### src/core/sram_host_pkg.sv
// Constants shared by the asynchronous static memory host controller.
package sram_host_pkg;
   // ------------------------------------------------------------------
   // Geometry
   // ------------------------------------------------------------------
   localparam int ADDR_W = 12;
   localparam int DATA_W = 4;
   // ------------------------------------------------------------------
   // Timing, in nanoseconds and in 100 ns clock cycles
   // ------------------------------------------------------------------
   localparam int CLK_PERIOD_NS = 100;
   localparam int POWER_UP_NS = 2000000;
   localparam int POWER_UP_CYC_DEF = POWER_UP_NS / CLK_PERIOD_NS;
   localparam int ACCESS_NS = 70;
   localparam int ACCESS_CYC = (ACCESS_NS + CLK_PERIOD_NS - 1) / CLK_PERIOD_NS;
   localparam int WRITE_PULSE_NS = 65;
   localparam int WRITE_PULSE_CYC = (WRITE_PULSE_NS + CLK_PERIOD_NS - 1) / CLK_PERIOD_NS;
   localparam int CNT_W = 16;
   localparam logic [CNT_W-1:0] CNT_RESET = 16'h0000;
   localparam logic [ADDR_W-1:0] ADDR_RESET = 12'h000;
   localparam logic [DATA_W-1:0] DATA_RESET = 4'h0;
endpackage : sram_host_pkg

### src/core/sram_host_ctrl.sv
// Host controller that drives a 4096 x 4 asynchronous static memory through its pins.
//
// Contract
// - A read exists while strobe is high and select low, timed from the later of select fall and address valid.
// - A select-started read gives data at select access time only if the address is stable within 5 ns.
// - The host sets the address up before a write begins.
// - The host keeps the address steady through the whole write and changes it only after the ending edge.
// - In a strobe-ended write data is held across the strobe rise and read-back equals the word written.
`timescale 1ns/1ps
module sram_host_ctrl
   import sram_host_pkg::*;
#(
   parameter int POWER_UP_CYC = POWER_UP_CYC_DEF
)
(
   input wire logic clk,
   input wire logic rst_b,
   input wire logic reqValid,
   input wire logic reqWrite,
   input wire logic [ADDR_W-1:0] reqAddr,
   input wire logic [DATA_W-1:0] reqData,
   output logic reqReady,
   output logic rspValid,
   output logic [DATA_W-1:0] rspData,
   output logic memSelect_b,
   output logic memWrite_b,
   output logic [ADDR_W-1:0] memAddr,
   output logic [DATA_W-1:0] memDataOut,
   output logic memDataOe,
   input wire logic [DATA_W-1:0] memDataIn
);
   // ------------------------------------------------------------------
   // States
   // ------------------------------------------------------------------
   typedef enum logic [5:0] {
      ST_POWER = 6'h01,
      ST_IDLE = 6'h02,
      ST_RSEL = 6'h04,
      ST_WSEL = 6'h08,
      ST_WSTB = 6'h10,
      ST_WEND = 6'h20
   } state_t;

   state_t state_q, state_d;
   logic [ADDR_W-1:0] addr_q, addr_d;
   logic [DATA_W-1:0] wdata_q, wdata_d, rdata_q, rdata_d;
   logic sel_b_q, sel_b_d, wr_b_q, wr_b_d, oe_q, oe_d, rsp_q, rsp_d;
   logic load;
   logic [CNT_W-1:0] loadValue;
   logic done;
   logic [DATA_W-1:0] dinMeta_q, dinSync_q;
   logic [CNT_W+6:0] pwrCnt_q, pwrCnt_d;
   logic pwrDone;

   // ------------------------------------------------------------------
   // Data pin synchroniser
   // ------------------------------------------------------------------
   // The memory answers asynchronously, so the read word passes two flops.
   always_ff @(posedge clk or negedge rst_b) begin
      if (!rst_b) begin
         dinMeta_q <= DATA_RESET;
         dinSync_q <= DATA_RESET;
      end else begin
         dinMeta_q <= memDataIn;
         dinSync_q <= dinMeta_q;
      end
   end

   sram_host_timer timer (
      .clk(clk),
      .rst_b(rst_b),
      .load(load),
      .loadValue(loadValue),
      .done(done)
   );

   // ------------------------------------------------------------------
   // Sequencer
   // ------------------------------------------------------------------
   always_comb begin
      state_d = state_q;
      addr_d = addr_q;
      wdata_d = wdata_q;
      rdata_d = rdata_q;
      sel_b_d = sel_b_q;
      wr_b_d = wr_b_q;
      oe_d = oe_q;
      rsp_d = 1'b0;
      load = 1'b0;
      loadValue = CNT_RESET;
      unique case (state_q)
         ST_POWER: begin
            if (pwrDone) begin
               state_d = ST_IDLE;
            end
         end
         ST_IDLE: begin
            if (reqValid) begin
               addr_d = reqAddr;
               wdata_d = reqData;
               load = 1'b1;
               if (reqWrite) begin
                  // Address settles a cycle before select falls.
                  state_d = ST_WSEL;
                  loadValue = 16'h0000;
               end else begin
                  // Select and address change together, well inside the 5 ns skew.
                  sel_b_d = 1'b0;
                  wr_b_d = 1'b1;
                  state_d = ST_RSEL;
                  loadValue = CNT_W'(ACCESS_CYC + 2);
               end
            end
         end
         ST_RSEL: begin
            if (done) begin
               rdata_d = dinSync_q;
               rsp_d = 1'b1;
               sel_b_d = 1'b1;
               state_d = ST_IDLE;
            end
         end
         ST_WSEL: begin
            sel_b_d = 1'b0;
            wr_b_d = 1'b0;
            oe_d = 1'b1;
            load = 1'b1;
            loadValue = CNT_W'(WRITE_PULSE_CYC);
            state_d = ST_WSTB;
         end
         ST_WSTB: begin
            if (done) begin
               // Strobe ends the write; data and address stay one more cycle.
               wr_b_d = 1'b1;
               state_d = ST_WEND;
            end
         end
         ST_WEND: begin
            oe_d = 1'b0;
            sel_b_d = 1'b1;
            state_d = ST_IDLE;
         end
         default: begin
            state_d = ST_IDLE;
         end
      endcase
   end

   // The first cycle after reset arms the power-up wait.
   logic armed_q;
   always_ff @(posedge clk or negedge rst_b) begin
      if (!rst_b) begin
         armed_q <= 1'b0;
      end else begin
         armed_q <= 1'b1;
      end
   end

   always_ff @(posedge clk or negedge rst_b) begin
      if (!rst_b) begin
         state_q <= ST_POWER;
         addr_q <= ADDR_RESET;
         wdata_q <= DATA_RESET;
         rdata_q <= DATA_RESET;
         sel_b_q <= 1'b1;
         wr_b_q <= 1'b1;
         oe_q <= 1'b0;
         rsp_q <= 1'b0;
      end else if (!armed_q) begin
         state_q <= ST_POWER;
      end else begin
         state_q <= state_d;
         addr_q <= addr_d;
         wdata_q <= wdata_d;
         rdata_q <= rdata_d;
         sel_b_q <= sel_b_d;
         wr_b_q <= wr_b_d;
         oe_q <= oe_d;
         rsp_q <= rsp_d;
      end
   end

   // Power-up count is loaded through a second timer port-free path.
   assign pwrDone = (pwrCnt_q == '0);
   always_comb begin
      pwrCnt_d = pwrCnt_q;
      if (state_q == ST_POWER && pwrCnt_q != '0) begin
         pwrCnt_d = pwrCnt_q - 1'b1;
      end
   end
   always_ff @(posedge clk or negedge rst_b) begin
      if (!rst_b) begin
         pwrCnt_q <= '1;
      end else if (!armed_q) begin
         pwrCnt_q <= (CNT_W+7)'(POWER_UP_CYC);
      end else begin
         pwrCnt_q <= pwrCnt_d;
      end
   end

   assign reqReady = (state_q == ST_IDLE);
   assign rspValid = rsp_q;
   assign rspData = rdata_q;
   assign memSelect_b = sel_b_q | (state_q == ST_POWER);
   assign memWrite_b = wr_b_q;
   assign memAddr = addr_q;
   assign memDataOut = wdata_q;
   assign memDataOe = oe_q;

   // ------------------------------------------------------------------
   // Checks
   // ------------------------------------------------------------------
   power_hold_a: assert property (@(posedge clk) disable iff (!rst_b)
      (state_q == ST_POWER) |-> memSelect_b && memWrite_b && !memDataOe)
      else $error("Select low during power-up wait.");
   power_time_a: assert property (@(posedge clk) disable iff (!rst_b)
      (state_q == ST_POWER && armed_q && pwrCnt_q != '0) |=> state_q == ST_POWER)
      else $error("Power-up wait left early.");
   read_strobe_a: assert property (@(posedge clk) disable iff (!rst_b) (!memSelect_b && !oe_q) |-> memWrite_b)
      else $error("Strobe low while reading.");
   read_release_a: assert property (@(posedge clk) disable iff (!rst_b) (state_q == ST_RSEL) |-> !memDataOe)
      else $error("Host drives data during read.");
   write_addr_a: assert property (@(posedge clk) disable iff (!rst_b) !memWrite_b |=> $stable(memAddr))
      else $error("Address moved during write.");
   write_data_a: assert property (@(posedge clk) disable iff (!rst_b) $rose(memWrite_b) && memDataOe |-> memDataOe && !memSelect_b)
      else $error("Data or select dropped at strobe rise.");
   write_pulse_a: assert property (@(posedge clk) disable iff (!rst_b) $fell(memWrite_b) |-> !memWrite_b [*2])
      else $error("Write pulse too short.");
   write_sel_a: assert property (@(posedge clk) disable iff (!rst_b) !memWrite_b |-> !memSelect_b && memDataOe)
      else $error("Write without select or data.");
   read_resp_a: assert property (@(posedge clk) disable iff (!rst_b) $fell(memSelect_b) && memWrite_b |-> ##[2:5] rspValid)
      else $error("Read answer late.");
endmodule : sram_host_ctrl

### src/core/sram_host_timer.sv
// Down counter that paces the read access and write strobe phases of the host controller.
`timescale 1ns/1ps
module sram_host_timer
   import sram_host_pkg::*;
(
   input wire logic clk,
   input wire logic rst_b,
   input wire logic load,
   input wire logic [CNT_W-1:0] loadValue,
   output logic done
);
   logic [CNT_W-1:0] count_q;
   logic [CNT_W-1:0] count_d;

   always_comb begin
      count_d = count_q;
      if (load) begin
         count_d = loadValue;
      end else if (count_q != CNT_RESET) begin
         count_d = count_q - 16'h0001;
      end
   end

   always_ff @(posedge clk or negedge rst_b) begin
      if (!rst_b) begin
         count_q <= CNT_RESET;
      end else begin
         count_q <= count_d;
      end
   end

   assign done = (count_q == CNT_RESET) && !load;
endmodule : sram_host_timer

### config.mk
export PLATFORM = sky130hd
export DESIGN_NAME = sram_host_ctrl
export DESIGN_NICKNAME = d
export VERILOG_FILES = /design/src/core/sram_host_pkg.sv /design/src/core/sram_host_ctrl.sv /design/src/core/sram_host_timer.sv
export SDC_FILE = /design/constraint.sdc
export NUM_CORES = 1
export LEC_CHECK = 0
export ABC_AREA = 0
export BUFFER_PORTS_ARGS = -buffer_cell sky130_fd_sc_hd__buf_2
export CAP_MARGIN = 10
export CELL_PAD_IN_SITES_DETAIL_PLACEMENT = 1
export CELL_PAD_IN_SITES_GLOBAL_PLACEMENT = 2
export CORE_MARGIN = 2
export CORE_UTILIZATION = 30
export CTS_BUF_LIST = sky130_fd_sc_hd__clkbuf_8
export DETAILED_ROUTE_END_ITERATION = 10
export HOLD_SLACK_MARGIN = 0.02
export PLACE_DENSITY = 0.76
export REMOVE_ABC_BUFFERS = 1
export SLEW_MARGIN = 20
export SYNTH_ARGS = -nofsm -noshare
export SYNTH_HDL_FRONTEND = slang
export SYNTH_HIERARCHICAL = 1
export SYNTH_SLANG_ARGS = --single-unit
export TNS_END_PERCENT = 30
### constraint.sdc
create_clock -name clk -period 2.5 [get_ports clk]
set_input_delay 0.5 -clock clk [delete_from_list [all_inputs] [get_ports clk]]
set_output_delay 0.5 -clock clk [all_outputs]
set_load 0.02 [all_outputs]
### Word-level counts from Yosys, hierarchy flattened

Cells that the tools add are included.

* register bits after elaboration: 78
* output and inout bits: 25
* word-level logic and storage cells: 74

* add/subtract/negate cells: 2
* equality and inequality tests: 15
* muxes and demuxes: 26
* bitwise gates (word level): 1
* reduce and logical (&&, ||, !) cells: 17

Operators by type and width (number)
* $mux 23: 2
* $mux 16: 2
* $mux 6: 5
* $pmux 6 s5: 1
* $logic_not 23->1: 1
* $reduce_bool 23->1: 1
* $sub 23x1->23 const B: 1
* $logic_not 16->1: 1
* $reduce_bool 16->1: 1
* $sub 16x1->16 const B: 1
* $ne 3x3->1 const B: 4
* $reduce_and 5->1: 2
* $mux 1: 8
* $ne 2x2->1 const B: 4
* $eq 6x1->1 const B: 1
* $eq 6x2->1 const B: 1
* $eq 6x3->1 const B: 1
* $eq 6x4->1 const B: 1
* $eq 6x5->1 const B: 1
* $eq 6x6->1 const B: 1
* $reduce_and 3->1: 2
* $mux 2: 2
* $mux 4: 1
* $pmux 1 s2: 2
* 12 further kinds: 14

### Logic depth before layout (Yosys ltp)

* depth after elaboration: 7
* gate-level depth with buffers: 10
* gate-level depth less buffers: 10

### Modules after synthesis

Netlist, hierarchy kept.

By module, submodules not included
* sram_host_ctrl: times used 1, cells an instance 247, area each 2841.5 sq um, seq. area each 1584.0 sq um
* sram_host_timer: times used 1, cells an instance 107, area each 952.2 sq um, seq. area each 400.4 sq um

### Worst setup path after synthesis

No wires, ideal clock.

* path kind: flip-flop to flip-flop
* start point: reg timer.count_q[11]
* end point: reg rdata_q[0] (netlist: rspData[0])
* setup time: 0.125 ns
* arrival time: 2.549 ns
* required time: 2.375 ns
* slack: -0.173 ns
* stages on the path, launching flop included: 8
* buffers on the path: 1
* clock period less this slack: 2.673 ns
* path through: dfrtp_1 -> or4_4 -> or3_4 -> or4_4 -> clkinv_4 -> and3_1 -> clkbuf_1 -> mux2_2

* longest elaborated chain between the ends: 3

RTL lines
* start: declaration: line sram_host_timer.sv:12 `logic [CNT_W-1:0] count_q;`
* start signal: assignment: line sram_host_timer.sv:28 `count_q <= count_d;`
* $logic_not 16->1: line sram_host_timer.sv:32 `assign done = (count_q == CNT_RESET) && !load;`
* $logic_and 1x1->1: line sram_host_timer.sv:32
* net done: line sram_host_ctrl.sv:50 `logic done;`
* $reduce_and 3->1 (no source line)
* end signal: assignment: line sram_host_ctrl.sv:175 `rdata_q <= rdata_d;`
* end: declaration: line sram_host_ctrl.sv:46 `logic [DATA_W-1:0] wdata_q, wdata_d, rdata_q, rdata_d;`

The timed path passes the listed nets, and every way through them passes these cells.
A chain may end at the register's enable or synchronous reset.

### Worst setup path after layout

* start point: reg timer.count_q[11]
* end point: reg rdata_q[1] (netlist: rspData[1])

The elaborated chain is that of the path after synthesis.

==> summary.md <==
| Metric | Value |
|---|---|
| Outcome | finished clean |
| Synth-to-Final Area Change | 23.9% |
| Hold buffers post-CTS | 0 |
| Clk buf depth | 2 |
| Met3 Use GR | 3.32% |
| Final Hold Fails | 0 |
| Worst Setup End Kind | register |
| Layout cell share with drive strength beyond 1 | 37.3% |
| CP cell instances | or4_4 > or3_4 > or4_4 > clkinv_4 > and3_4 > mux2_4 |
| Placed cell count | 600 |
| Largest area contributor in the netlist | dfrtp_1 |
| Rel. slew slack | 61.1% |
| Starting DRT DRC Count | 85 |
| Yosys warning count | 6 |
| Max VDD drop | 0.326 mV |
| First-pass GRT wire length | 15300 µm |
| Final ANT Viol Nets | 0 |
| Post-route insts no fill | 620 |
| PwrDens | 833 nW/µm² |
| IO Pins | 49 |
| CP dominant cell by count | or4_4 |
| Worst Slack Setup Final | 0.00638 ns |
| Dpl hpwl | 6700 µm |
| I/O Buffers | 48 |
| Area of the multi-input gates | 1780 µm² |
| Post-Syn Area per Cell | 10.7 µm² |
| Leak pwr | 2.05 nW |
| Die ar. | 13600 µm² |
| Critical path's slowest cell | or4_4 |
| Vias in the first global route | 3070 |
| DP Worst Slack | -0.121 ns |
| GR peak layer | met2 |
| Initial Util | 30.4% |
| Final instance area | 4700 µm² |
| Tcrit/Tclk final | 99.7% |
| Unique cell type count in the Yosys netlist | 62 |
| Worst path required time | 2.76 ns |
| Global-route usage over all layers | 14.7% |
| Finish-stage setup viols | 0 |
| Synth top area share | 34.3% |
| Slowest Stage Delay on Critical Path | 0.53 ns |
| Reg clk slew, reported paths | 0.09 ns |
| Syn Std Cell Area | 3790 µm² |
| Arr. time, crit path | 2.75 ns |
| Largest net degree at the start of global routing | 50 |
| Total grt overflow | 0 |
| Clock sinks | 78 |
| Diode count | 0 |
| Routed Wire Length | 9230 µm |
| Worst-path fanout max | 5 |
| DR pass1 iterations | 4 |
| H-tree depth | 3 |
| Main synth FF type | dfrtp_1 |
| RSZ-0062 raised after global routing | yes |
| Fill count | 1419 |
| Post-Synthesis Cells | 354 |
| Post-synth EDFFs | 0 |
| Wire length per cell | 14.9 µm |
| Root buf cell | clkbuf_8 |
| GP Congestion | 0.773 |
| Final Max Slew Viols | 0 |
| Setup Skew | 0.00907 ns |
| Net count, final | 469 |
| Via count | 2960 |
| Register area | 1980 µm² |
| Hold Crit Class | primary input to async pin |
| Top cell types by occurrence after synthesis | dfrtp_1, nor2_1, nand2_1 |
| Later-pin clock latency in the skew report | 0.36 ns |
| Hold slack | 0.0758 ns |
| Core region area | 12500 µm² |
| Grt met2 use | 23.4% |
| Max-cap violations | 0 |
| Initial antenna violation count | 0 |
| Total Power | 0.00391 W |
| Synth top area cells | dfrtp_1, dfstp_2, mux2_2, xnor2_1, nor2_1 |
| Sequential element share of the synthesized area | 52.3% |
| FF+latch count, synth | 78 |
| Residual DRC | 0 |
| CTS tree | yes |
| # rows | 41 |
| Die width | 116 µm |
| Ys async rst share | 100% |
| Highest clock rate | 401 MHz |
| Worst-margin pin slew | 0.583 ns |
| Most frequent cell after synthesis | dfrtp_1 |
| Met1 GRT Util | 19.7% |
| Die height | 116 µm |
| Crit Path Class | register to register |
| DR vias/cell | 4.77 |
| CTS buffer count | 9 |
| Placed inst area | 4450 µm² |
| Min Tclk post-route | 2.49 ns |
| CP startpoint kind | register |
-- report_power, final --
group	switching (W)	internal [W]	total (W)
Sequential	0.000220	0.00156	0.00178
Combinational	0.000624	0.000583	0.00121
Clock	0.000520	0.000404	0.000924
-- cells by family after synthesis --
group,count (synthesis),share of synthesized area [%]
multiplexers,26,7.55
AND/OR/NAND/NOR,146,22.1
other,2,0.198
adder cells (fa/ha/maj),2,0.660
XOR/XNOR,19,4.39
buffers and inverters,24,2.77
AO/OA/AOI/OAI,57,10.0
flip-flops,78,52.3
-- worst max-delay path: cells and delay by family, from the launching register on --
kind / cells / cell delay [ns]
DFF: 1 / 0.39
muxes: 1 / 0.31
buffers and inverters: 1 / 0.06
and+or+nand+nor: 4 / 1.62
-- metrics by stage --
step | setup TNS [ns] | util, %
after floorplan | -1.68 | -
after global placement | -0.162 | 35.7
after detailed placement | -0.428 | 35.7
after CTS | -0.0552 | 37.3
after global routing | -0.144 | 37.7
final | 0 | 37.7
-- flip-flops by register name, summed over array words and instances, names as in the netlist --
name and flops:
timer/count_q 16, pwrCnt_q 23, armed_q 1, dinMeta_q 4, rspData 4, state_q 6
dinSync_q 4, memAddr 12, memDataOe 1, memWrite_b 1, sel_b_q 1, memDataOut 4
rspValid 1
-- placed cells by master, fill, tap and decap left out, drive strengths merged, types with 2 or more instances in the layout --
| cell type | count |
|---|---|
| a2111oi | 3 |
| o21ai | 11 |
| clkinv | 2 |
| and2 | 2 |
| a211oi | 7 |
| nand4 | 5 |
| xnor2 | 18 |
| o31ai | 2 |
| dfrtp | 52 |
| inv | 14 |
| a21o | 3 |
| nor3 | 9 |
| or3b | 3 |
| o311ai | 2 |
| mux2 | 21 |
| or2 | 2 |
| a21oi | 18 |
| nand3 | 8 |
| conb | 15 |
| nand4b | 3 |
| nor3b | 8 |
| nor4 | 13 |
| and3 | 2 |
| nand2 | 31 |
| or4 | 9 |
| buf | 78 |
| nor4b | 2 |
| ha | 2 |
| or3 | 7 |
| nor2 | 32 |
| dfstp | 26 |
| o31a | 2 |
| nand2b | 6 |
| clkbuf | 10 |
| mux2i | 5 |
-- final cells by class --
class,instances,area share (%)
Clock buffer,10,2.93
Inverter,11,0.985
Clock inverter,6,1.09
Tap cell,172,4.58
Multi-Input combinational cell,265,38.0
Sequential cell,78,42.2
Timing Repair Buffer,78,10.2
-- metal layers --
layer / up-vias / share of wire (%)
met5: - / 0
met4: 0 / 1.2
met3: 8 / 2.6
met2: 43 / 49
met1: 1471 / 48
li1: 1438 / -
-- path summary, 6_finish.rpt --
kind                                   start           end  slack [ns]  cells after the start
min reg2reg                     dinMeta_q[3]  dinSync_q[3]        0.36                      0
min in group clk                memDataIn[3]  dinMeta_q[3]        0.23                      1
max reg2reg                timer/count_q[11]    rspData[1]       0.006                      6
min                                    rst_b     memDataOe        0.08                      1
max                        timer/count_q[11]    rspData[1]       0.006                      6
max in group asynchronous              rst_b    memWrite_b        1.75                      2
-- repair_timing --
action,in CTS,in global routing
endpoints found under the setup margin,4,17
setup buffers,0,4
pin swaps,0,2
resized for setup,3,9
cloned,0,0
(Power assumes the default switching activity.)
